File: src/design/bvc_defines.vh
// bvc_defines.vh: offsets, field positions, reset values and timing counts
// assumes: included by the converter register bank, clock of 125 MHz
`ifndef BVC_DEFINES_VH
`define BVC_DEFINES_VH

// ------------------------------------------------------------
// register subaddresses
// ------------------------------------------------------------
`define BVC_ADDR_BUCK1     8'h16
`define BVC_ADDR_BUCK2     8'h17
`define BVC_ADDR_APPLY     8'h1A

// ------------------------------------------------------------
// field layout and reset values
// ------------------------------------------------------------
`define BVC_BIT_PSKIP      7
`define BVC_BIT_RSVD       6
`define BVC_CODE_MSB       5
`define BVC_RST_BUCK1      8'hAB
`define BVC_RST_BUCK2      8'hB2
`define BVC_BIT_GO         0
`define BVC_BIT_ALT_APPLY  1

// ------------------------------------------------------------
// voltage encoding in millivolts
// ------------------------------------------------------------
`define BVC_MV_BASE        11'h352
`define BVC_MV_FINE_STEP   11'h00A
`define BVC_MV_COARSE_STEP 11'h019
`define BVC_CODE_KNEE      6'h32

// ------------------------------------------------------------
// blanking time
// ------------------------------------------------------------
`define BVC_CLK_HZ         125000000
`define BVC_BLANK_US       5000
`define BVC_BLANK_CYCLES   ((`BVC_BLANK_US * (`BVC_CLK_HZ / 1000000)))

`endif

File: src/design/bvc_regs.v
// bvc_regs.v: voltage control registers for the first two step-down converters
// assumes: a serial bus front end gives one-cycle write and read strobes with
// subaddress and data, and the password unlock state arrives as a level
`timescale 1ns/1ps
`include "bvc_defines.vh"

// How it works
// - bit 7 pulse skip enable, resets one
// - bits 5..0 voltage code, piecewise linear
// - second converter at 0x17, resets 0xB2
// - writes accepted only while password unlocked
// - an accepted write to 0x16 or 0x17 blanks that converter's monitoring 5 ms
// - voltage applied only after bit 0 or bit 1 of 0x1A set
// - first converter at 0x16, resets 0xAB
// - first converter protected, blanked, applied alike
module bvc_regs #(
    parameter BLANK_CYCLES = `BVC_BLANK_CYCLES
) (
    input  wire        clk_in,
    input  wire        rst_n_in,
    input  wire        wr_en_in,
    input  wire        rd_en_in,
    input  wire [7:0]  addr_in,
    input  wire [7:0]  wdata_in,
    input  wire        unlocked_in,
    input  wire        buck1_uv_in,
    input  wire        buck1_ov_in,
    input  wire        buck2_uv_in,
    input  wire        buck2_ov_in,
    output reg  [7:0]  rdata_out,
    output reg         rd_valid_out,
    output reg         wr_reject_out,
    output reg         buck1_pulse_skip_enable_out,
    output reg  [5:0]  buck1_voltage_code_out,
    output reg  [10:0] buck1_mv_out,
    output reg         buck2_pulse_skip_enable_out,
    output reg  [5:0]  buck2_voltage_code_out,
    output reg  [10:0] buck2_mv_out,
    output reg         buck1_blank_out,
    output reg         buck2_blank_out,
    output reg         buck1_fault_out,
    output reg         buck2_fault_out
);

    // ------------------------------------------------------------
    // helpers
    // ------------------------------------------------------------
    // millivolts for a code; fine steps up to the knee, coarse above it
    function [10:0] bvc_code_to_mv;
        input [5:0] code;
        begin
            if (code <= `BVC_CODE_KNEE) begin
                bvc_code_to_mv = `BVC_MV_BASE + {5'h00, code} * `BVC_MV_FINE_STEP;
            end else begin
                bvc_code_to_mv = `BVC_MV_BASE
                    + {5'h00, `BVC_CODE_KNEE} * `BVC_MV_FINE_STEP
                    + {5'h00, code - `BVC_CODE_KNEE} * `BVC_MV_COARSE_STEP;
            end
        end
    endfunction

    // stored image with reserved bit forced low
    function [7:0] bvc_image;
        input       pskip;
        input [5:0] code;
        begin
            bvc_image = {pskip, 1'b0, code};
        end
    endfunction

    // ------------------------------------------------------------
    // register storage
    // ------------------------------------------------------------
    reg        buck1_pskip_r;
    reg [5:0]  buck1_code_r;
    reg        buck2_pskip_r;
    reg [5:0]  buck2_code_r;
    reg [31:0] buck1_blank_cnt_r;
    reg [31:0] buck2_blank_cnt_r;

    wire wr_ok     = wr_en_in & unlocked_in;
    wire wr_buck1  = wr_ok & (addr_in == `BVC_ADDR_BUCK1);
    wire wr_buck2  = wr_ok & (addr_in == `BVC_ADDR_BUCK2);
    wire apply_hit = wr_ok & (addr_in == `BVC_ADDR_APPLY)
                   & (wdata_in[`BVC_BIT_GO] | wdata_in[`BVC_BIT_ALT_APPLY]);
    wire protected_addr = (addr_in == `BVC_ADDR_BUCK1) | (addr_in == `BVC_ADDR_BUCK2);

    always @(posedge clk_in or negedge rst_n_in) begin
        if (!rst_n_in) begin
            buck1_pskip_r <= 1'b1;
            buck1_code_r  <= 6'h2B;
            buck2_pskip_r <= 1'b1;
            buck2_code_r  <= 6'h32;
        end else begin
            if (wr_buck1) begin
                buck1_pskip_r <= wdata_in[`BVC_BIT_PSKIP];
                buck1_code_r  <= wdata_in[`BVC_CODE_MSB:0];
            end
            if (wr_buck2) begin
                buck2_pskip_r <= wdata_in[`BVC_BIT_PSKIP];
                buck2_code_r  <= wdata_in[`BVC_CODE_MSB:0];
            end
        end
    end

    // ------------------------------------------------------------
    // blanking counters
    // ------------------------------------------------------------
    // a write restarts the window even if one is already running
    always @(posedge clk_in or negedge rst_n_in) begin
        if (!rst_n_in) begin
            buck1_blank_cnt_r <= 32'h00000000;
            buck2_blank_cnt_r <= 32'h00000000;
        end else begin
            if (wr_buck1) begin
                buck1_blank_cnt_r <= BLANK_CYCLES;
            end else if (buck1_blank_cnt_r != 32'h00000000) begin
                buck1_blank_cnt_r <= buck1_blank_cnt_r - 32'h00000001;
            end
            if (wr_buck2) begin
                buck2_blank_cnt_r <= BLANK_CYCLES;
            end else if (buck2_blank_cnt_r != 32'h00000000) begin
                buck2_blank_cnt_r <= buck2_blank_cnt_r - 32'h00000001;
            end
        end
    end

    wire buck1_blank_nxt = wr_buck1 | (buck1_blank_cnt_r > 32'h00000001);
    wire buck2_blank_nxt = wr_buck2 | (buck2_blank_cnt_r > 32'h00000001);

    // ------------------------------------------------------------
    // outputs
    // ------------------------------------------------------------
    always @(posedge clk_in or negedge rst_n_in) begin
        if (!rst_n_in) begin
            rdata_out                   <= 8'h00;
            rd_valid_out                <= 1'b0;
            wr_reject_out               <= 1'b0;
            buck1_pulse_skip_enable_out <= 1'b1;
            buck1_voltage_code_out      <= 6'h2B;
            buck1_mv_out                <= 11'h500;
            buck2_pulse_skip_enable_out <= 1'b1;
            buck2_voltage_code_out      <= 6'h32;
            buck2_mv_out                <= 11'h546;
            buck1_blank_out             <= 1'b0;
            buck2_blank_out             <= 1'b0;
            buck1_fault_out             <= 1'b0;
            buck2_fault_out             <= 1'b0;
        end else begin
            rd_valid_out  <= rd_en_in;
            wr_reject_out <= wr_en_in & ~unlocked_in & protected_addr;
            if (rd_en_in) begin
                case (addr_in)
                    `BVC_ADDR_BUCK1: begin
                        rdata_out <= bvc_image(buck1_pskip_r, buck1_code_r);
                    end
                    `BVC_ADDR_BUCK2: begin
                        rdata_out <= bvc_image(buck2_pskip_r, buck2_code_r);
                    end
                    default: begin
                        rdata_out <= 8'h00;
                    end
                endcase
            end
            buck1_pulse_skip_enable_out <= buck1_pskip_r;
            buck2_pulse_skip_enable_out <= buck2_pskip_r;
            if (apply_hit) begin
                buck1_voltage_code_out <= buck1_code_r;
                buck1_mv_out           <= bvc_code_to_mv(buck1_code_r);
                buck2_voltage_code_out <= buck2_code_r;
                buck2_mv_out           <= bvc_code_to_mv(buck2_code_r);
            end
            buck1_blank_out <= buck1_blank_nxt;
            buck2_blank_out <= buck2_blank_nxt;
            buck1_fault_out <= (buck1_uv_in | buck1_ov_in) & ~buck1_blank_nxt;
            buck2_fault_out <= (buck2_uv_in | buck2_ov_in) & ~buck2_blank_nxt;
        end
    end

endmodule // bvc_regs

File: config.mk
export PLATFORM = sky130hd
export DESIGN_NAME = bvc_regs
export DESIGN_NICKNAME = d
export VERILOG_FILES = /design/src/design/bvc_regs.v
export VERILOG_INCLUDE_DIRS = /design/src /design/src/design
export SDC_FILE = /design/constraint.sdc
export NUM_CORES = 1
export LEC_CHECK = 0
export BUFFER_PORTS_ARGS = -buffer_cell sky130_fd_sc_hd__buf_2
export CAP_MARGIN = 20
export CORE_ASPECT_RATIO = 0.5
export CORE_UTILIZATION = 50
export CTS_CLUSTER_DIAMETER = 40
export DETAILED_ROUTE_END_ITERATION = 8
export PLACE_DENSITY = 0.77
export SYNTH_ARGS = -nofsm -noshare
export SYNTH_HDL_FRONTEND = slang
export SYNTH_SLANG_ARGS = --single-unit
File: constraint.sdc
create_clock -name clk_in -period 10.25 [get_ports clk_in]
set_clock_uncertainty 0.2 [all_clocks]
set_input_delay 1.5375 -clock clk_in [delete_from_list [all_inputs] [get_ports clk_in]]
set_output_delay 1.5375 -clock clk_in [all_outputs]
set_load 0.005 [all_outputs]
Word-level counts from Yosys, hierarchy flattened
Index checks and enable logic that the tools add are counted.
- word-level logic and storage cells: 67
- bits in registers: 128
- $lt $le $gt $ge: 4
- multipliers: 4
- bitwise gates (word level): 18
- multiplexer cells: 7
- equal/unequal tests: 3
- reduce and logical (&&, ||, !) cells: 4
- add/subtract/negate cells: 8
- operator list (kind ; count):
    two-way mux 32 bit ; 4
    greater-than comparator 32 x 1 -> 1 bit, second input constant ; 2
    nonzero test 32 bit ; 2
    subtractor 32 x 1 -> 32 bit, second input constant ; 2
    == test 8 x 5 -> 1 bit, second input constant ; 3
    adder 10 x 10 -> 11 bit, first input constant ; 2
    adder 11 bit, first input constant ; 2
    multiplier 6 x 5 -> 11 bit, second input constant ; 2
    two-way mux 11 bit ; 2
    multiplier 6 x 3 -> 9 bit, second input constant ; 2
    case mux 8 bit (2 select lines) ; 1
    less-or-equal comparator 6 bit, second input constant ; 2
    subtractor 6 bit, second input constant ; 2
    AND 1 bit ; 9
    OR 1 bit ; 6
    nonzero test 2 bit ; 2
    NOT 1 bit ; 3

Longest topological paths before layout
- depth after elaboration: 5
- depth in mapped cells: 16

Least setup slack after synthesis
OpenSTA, ideal clock, no wires.
- path kind: reg-to-reg
- start: reg buck2_code_r[1]
- end: reg buck2_mv_out[10]
- data required time: 9.971 ns
- path slack: 6.500 ns
- library setup time: 0.079 ns
- data arrival time: 3.471 ns
- stages on the path, launching flop included: 16
- buffers on the path: 1
- cell sequence: dfstp_2 > clkbuf_1 > inv_1 > ha_1 > inv_1 > o21ai_0 > xor2_1 > xor2_1 > ha_1 > ha_1 > ha_1 > or2_2 > o31ai_1 > xnor2_1 > nor2_1 > o21ai_0
- word-level cells in the longest chain between the ends: 4
- ends and longest elaborated chain (item ; line ; source):
    start: declaration ; bvc_regs.v:77 ; reg [5:0] buck2_code_r;
    start signal: assignment ; bvc_regs.v:101 ; buck2_code_r <= wdata_in[`BVC_CODE_MSB:0];
    subtractor 6 bit (no source line) ; - ;
    multiplier 6 x 5 -> 11 bit (no source line) ; - ;
    adder 11 bit (no source line) ; - ;
    two-way mux 11 bit * ; bvc_regs.v:52 ; if (code <= `BVC_CODE_KNEE) begin
    end signal: assignment ; bvc_regs.v:171 ; buck2_mv_out <= bvc_code_to_mv(buck2_code_r);
    end: declaration ; bvc_regs.v:38 ; output reg [10:0] buck2_mv_out,
Mark *: on every way between the ends. The rest lies on a longest branch, timed or not.
A chain may end at the register's enable or synchronous reset.

Worst setup path after layout
- start: reg buck1_code_r[1]
- end: reg buck1_mv_out[9]
- word-level cells in the longest chain between the ends: 4
- ends and longest elaborated chain (item ; line ; source):
    start: declaration ; bvc_regs.v:75 ; reg [5:0] buck1_code_r;
    start signal: assignment ; bvc_regs.v:97 ; buck1_code_r <= wdata_in[`BVC_CODE_MSB:0];
    subtractor 6 bit (no source line) ; - ;
    multiplier 6 x 5 -> 11 bit (no source line) ; - ;
    adder 11 bit (no source line) ; - ;
    two-way mux 11 bit * ; bvc_regs.v:52 ;
    end signal: assignment ; bvc_regs.v:169 ; buck1_mv_out <= bvc_code_to_mv(buck1_code_r);
    end: declaration ; bvc_regs.v:35 ; output reg [10:0] buck1_mv_out,
Marks and branches as above.

==> flow_metrics.tcl <==
set metrics [dict create \
    yosys-mux-area-fraction_pct 1.84 \
    hold_class "reg2reg" \
    cts_resized 0 \
    switching_share_pct 30.6 \
    grt-ovfl-total 0 \
    crit_family "adder cells" \
    ys_seq_area_share_pct 40.6 \
    final_layout_size_suffix_gt1_share_pct 16.3 \
    grt_pass1_vias 6373 \
    netlist_top_cells_area "dfrtp_1 (32%), ha_1 (11%), dfstp_2 (8.3%)" \
    power_density_nw_per_um2 165 \
    num_vias 6338 \
    ys.flop_type "dfrtp_1" \
    nNetsFinal 1032 \
    setup_viol 0 \
    track_usage_pct 23.2 \
    yosysTopAreaCellShare_pct 32.3 \
    crit_type "reg2reg" \
    fp.dieW_microns 180 \
    ir_drop_mv 0.142 \
    p_int_uw 1040 \
    required_ns 10.32 \
    drtAntennaViolNets 0 \
    syn-cell-area_sq_um 7900 \
    fill_cells 1280 \
    cap_violations 0 \
    ys_types 60 \
    netSwitchingPower_uw 456 \
    finalHoldViolCount 0 \
    syn_inst 868 \
    wirelength_microns 17800 \
    worstPathArrival_ns 4.25 \
    cp_max_fo 10 \
    cts.sinks 127 \
    status "finished, violations left" \
    core-area_sq_um 15400 \
    syn_area_per_cell_sq_um 9.11 \
    synth_simple_gate_area_share_pct 21.6 \
    pwr-share-comb_pct 18.9 \
    synthAdderAreaFrac_pct 12.4 \
    period_share_pct 40.8 \
    postCtsSetupBuffers 0 \
    rows 32 \
    grt_pass1_wl_microns 30500 \
    vias_per_cell 5.52 \
    path_buf_inv 3 \
    finalCriticalPeriod_ns 4.18 \
    critPathLaunchType "flop" \
    gp_congestion 0.883 \
    clock-root-buffer "clkbuf_16" \
    crit_chain "inv_1 -> ha_1 -> xor2_1 -> inv_1 -> ha_1 -> inv_1 -> ha_1 -> ha_1 -> ha_1 -> o21ai_0 -> a21oi_1 -> o21a_1 -> or3_1 -> a41oi_1 -> o31ai_1" \
    cts.clk_slew.worst_paths_ns 0.06 \
    fmax_mhz 239 \
    power_frac_clock_pct 41.5 \
    slew_violations 0 \
    drcViolationCount 5 \
    grt_antenna_before_repair 0 \
    synth_compound_area_share_pct 9.97 \
    port_buffers 72 \
    synthToLayoutAreaGrowth_pct 14.5 \
    synthArstFlopShare_pct 100 \
    violations "design-rule violations" \
    p_leak_uw 0.00388 \
    hpwlAfterDp_microns 12400 \
    syn_nets 969 \
    end_kind "flop" \
    worst_slew_margin_rel_pct 40.7 \
    clockBufferDepth 2 \
    placed_cells 1116 \
    p_seq_share_pct 39.6 \
    hold_buffers 0 \
    drt_iter0_markers 376 \
    start_util_pct 51.3 \
    htree_num_levels 4 \
    synth_xor_area_share_pct 9.31 \
    die_height_microns 90.9 \
    cts_inserted_buffers 17 \
    diodes 0 \
    ys_ff_latch 127 \
    critPathSlowestCell "dfstp_2" \
    clk-insertion-delay-late_ns 0.42 \
    wl_per_cell_microns 15.5 \
    final_cells 1148 \
    worst_hold_slack_ns 0.178 \
    max_stage_delay_ns 0.65 \
    rsz0062_at_grt "no" \
    grt_max_degree 70 \
    ys_warn_count 0 \
    io_pins 75 \
    crit_path_frequent_cell "ha_1" \
    synth-edff-count 0 \
    setup_tns_ns 0 \
    tightestPinTransition_ns 0.890 \
    yosysMostFrequentCell "nand2_1" \
    yosys-top-cells-count "nand2_1 (111), dfrtp_1 (102), nor2_1 (101)" \
    dr.pass1.iters 7 \
    die_area_sq_um 16300 \
    synth_top_cell_by_area "dfrtp_1" \
    cts_tree "yes" \
    synth_top_family_by_area "simple AND/OR/NAND/NOR gates" \
]
final timing paths:
check / startpoint / to / slack [ns] / cells past startpoint
worst max-delay path: buck1_code_r[1] / buck1_mv_out[9] / 6.07 / 15
worst min-delay path: buck2_pskip_r / buck2_pulse_skip_enable_out / 0.18 / 0
worst max register to register: buck1_code_r[1] / buck1_mv_out[9] / 6.07 / 15
min in group asynchronous: rst_n_in / buck2_mv_out[5] / 1.04 / 1
worst min register to register: buck2_pskip_r / buck2_pulse_skip_enable_out / 0.18 / 0
max in group asynchronous: rst_n_in / buck1_blank_cnt_r[8] / 7.51 / 2
state kept, by name, summed over array words and instances, names as in the netlist, 6 cells and up:
| name | flops |
|---|---|
| buck1_blank_cnt_r | 32 |
| buck2_blank_cnt_r | 32 |
| buck1_mv_out | 11 |
| buck2_mv_out | 11 |
| rdata_out | 7 |
| buck1_code_r | 6 |
| buck1_voltage_code_out | 6 |
| buck2_code_r | 6 |
| buck2_voltage_code_out | 6 |
power groups by stage:
stage	Clock [uW]	Combinational, uW	Sequential [uW]
2_1_floorplan	0	213	584
3_3_place_gp	0	265	592
3_5_place_dp	0	276	595
4_1_cts	627	282	589
5_1_grt	653	322	597
6_report	620	282	590
layout by cell type (no fill, tap or decap), drive strengths merged, types with 10 or more instances in the layout:
cell type  instances
dfstp             25
xnor2             38
or3               10
nand2            111
nor2             101
o21ai             39
dfrtp            102
inv               59
nand2b            11
xor2              46
nand3             25
ha                72
clkbuf            18
mux2i             10
a21oi             31
nor3              29
buf               80
worst register-to-register path, delay by kind of cell, from the launching register on:
kind / cells / cell delay (ns)
buf+inv: 3 / 0.29
fa+ha+maj: 5 / 1.53
compound gates: 5 / 0.75
flops: 1 / 0.65
simple gates: 1 / 0.31
xor+xnor: 1 / 0.30
final cells by class:
type	count	area, sq um	share of cell area, %
multi-input cells	654	4370	48.3
flip-flops and latches	127	3210	35.5
clock buffers	18	429	4.74
repair buffers	80	423	4.67
well taps	204	255	2.82
inverters	51	191	2.12
clock inverters	14	170	1.88
per-stage QoR:
step / power, uW / instance area [sq um] / utilization (%) / worst slack [ns]
after floorplan: 797 / 7900 / - / 6.50
after global placement: 857 / 8450 / 54.8 / 6.19
after detailed placement: 872 / 8450 / 54.8 / 6.14
after CTS: 1500 / 9050 / 58.7 / 6.05
after global routing: 1570 / 9050 / 58.7 / 5.84
final: 1490 / 9050 / 58.7 / 6.07
routing by layer:
layer / global-route usage, % / part of all wire, % / up-vias
met1: 29.1 / 45 / 3065
met2: 40.3 / 49 / 142
met5: 0 / 0 / -
met3: 4.60 / 3.7 / 28
li1: - / - / 3103
met4: 7.69 / 1.7 / 0
cells by family after synthesis:
| group | Yosys count |
|---|---|
| AOI/OAI and AO/OA | 125 |
| xor gates and xnor gates | 84 |
| and+or+nand+nor | 354 |
| other | 1 |
| muxes | 14 |
| buffers and inverters | 87 |
| DFF | 127 |
| adders and majority gates | 76 |
No activity file was read; power rests on OpenSTA's default activity.
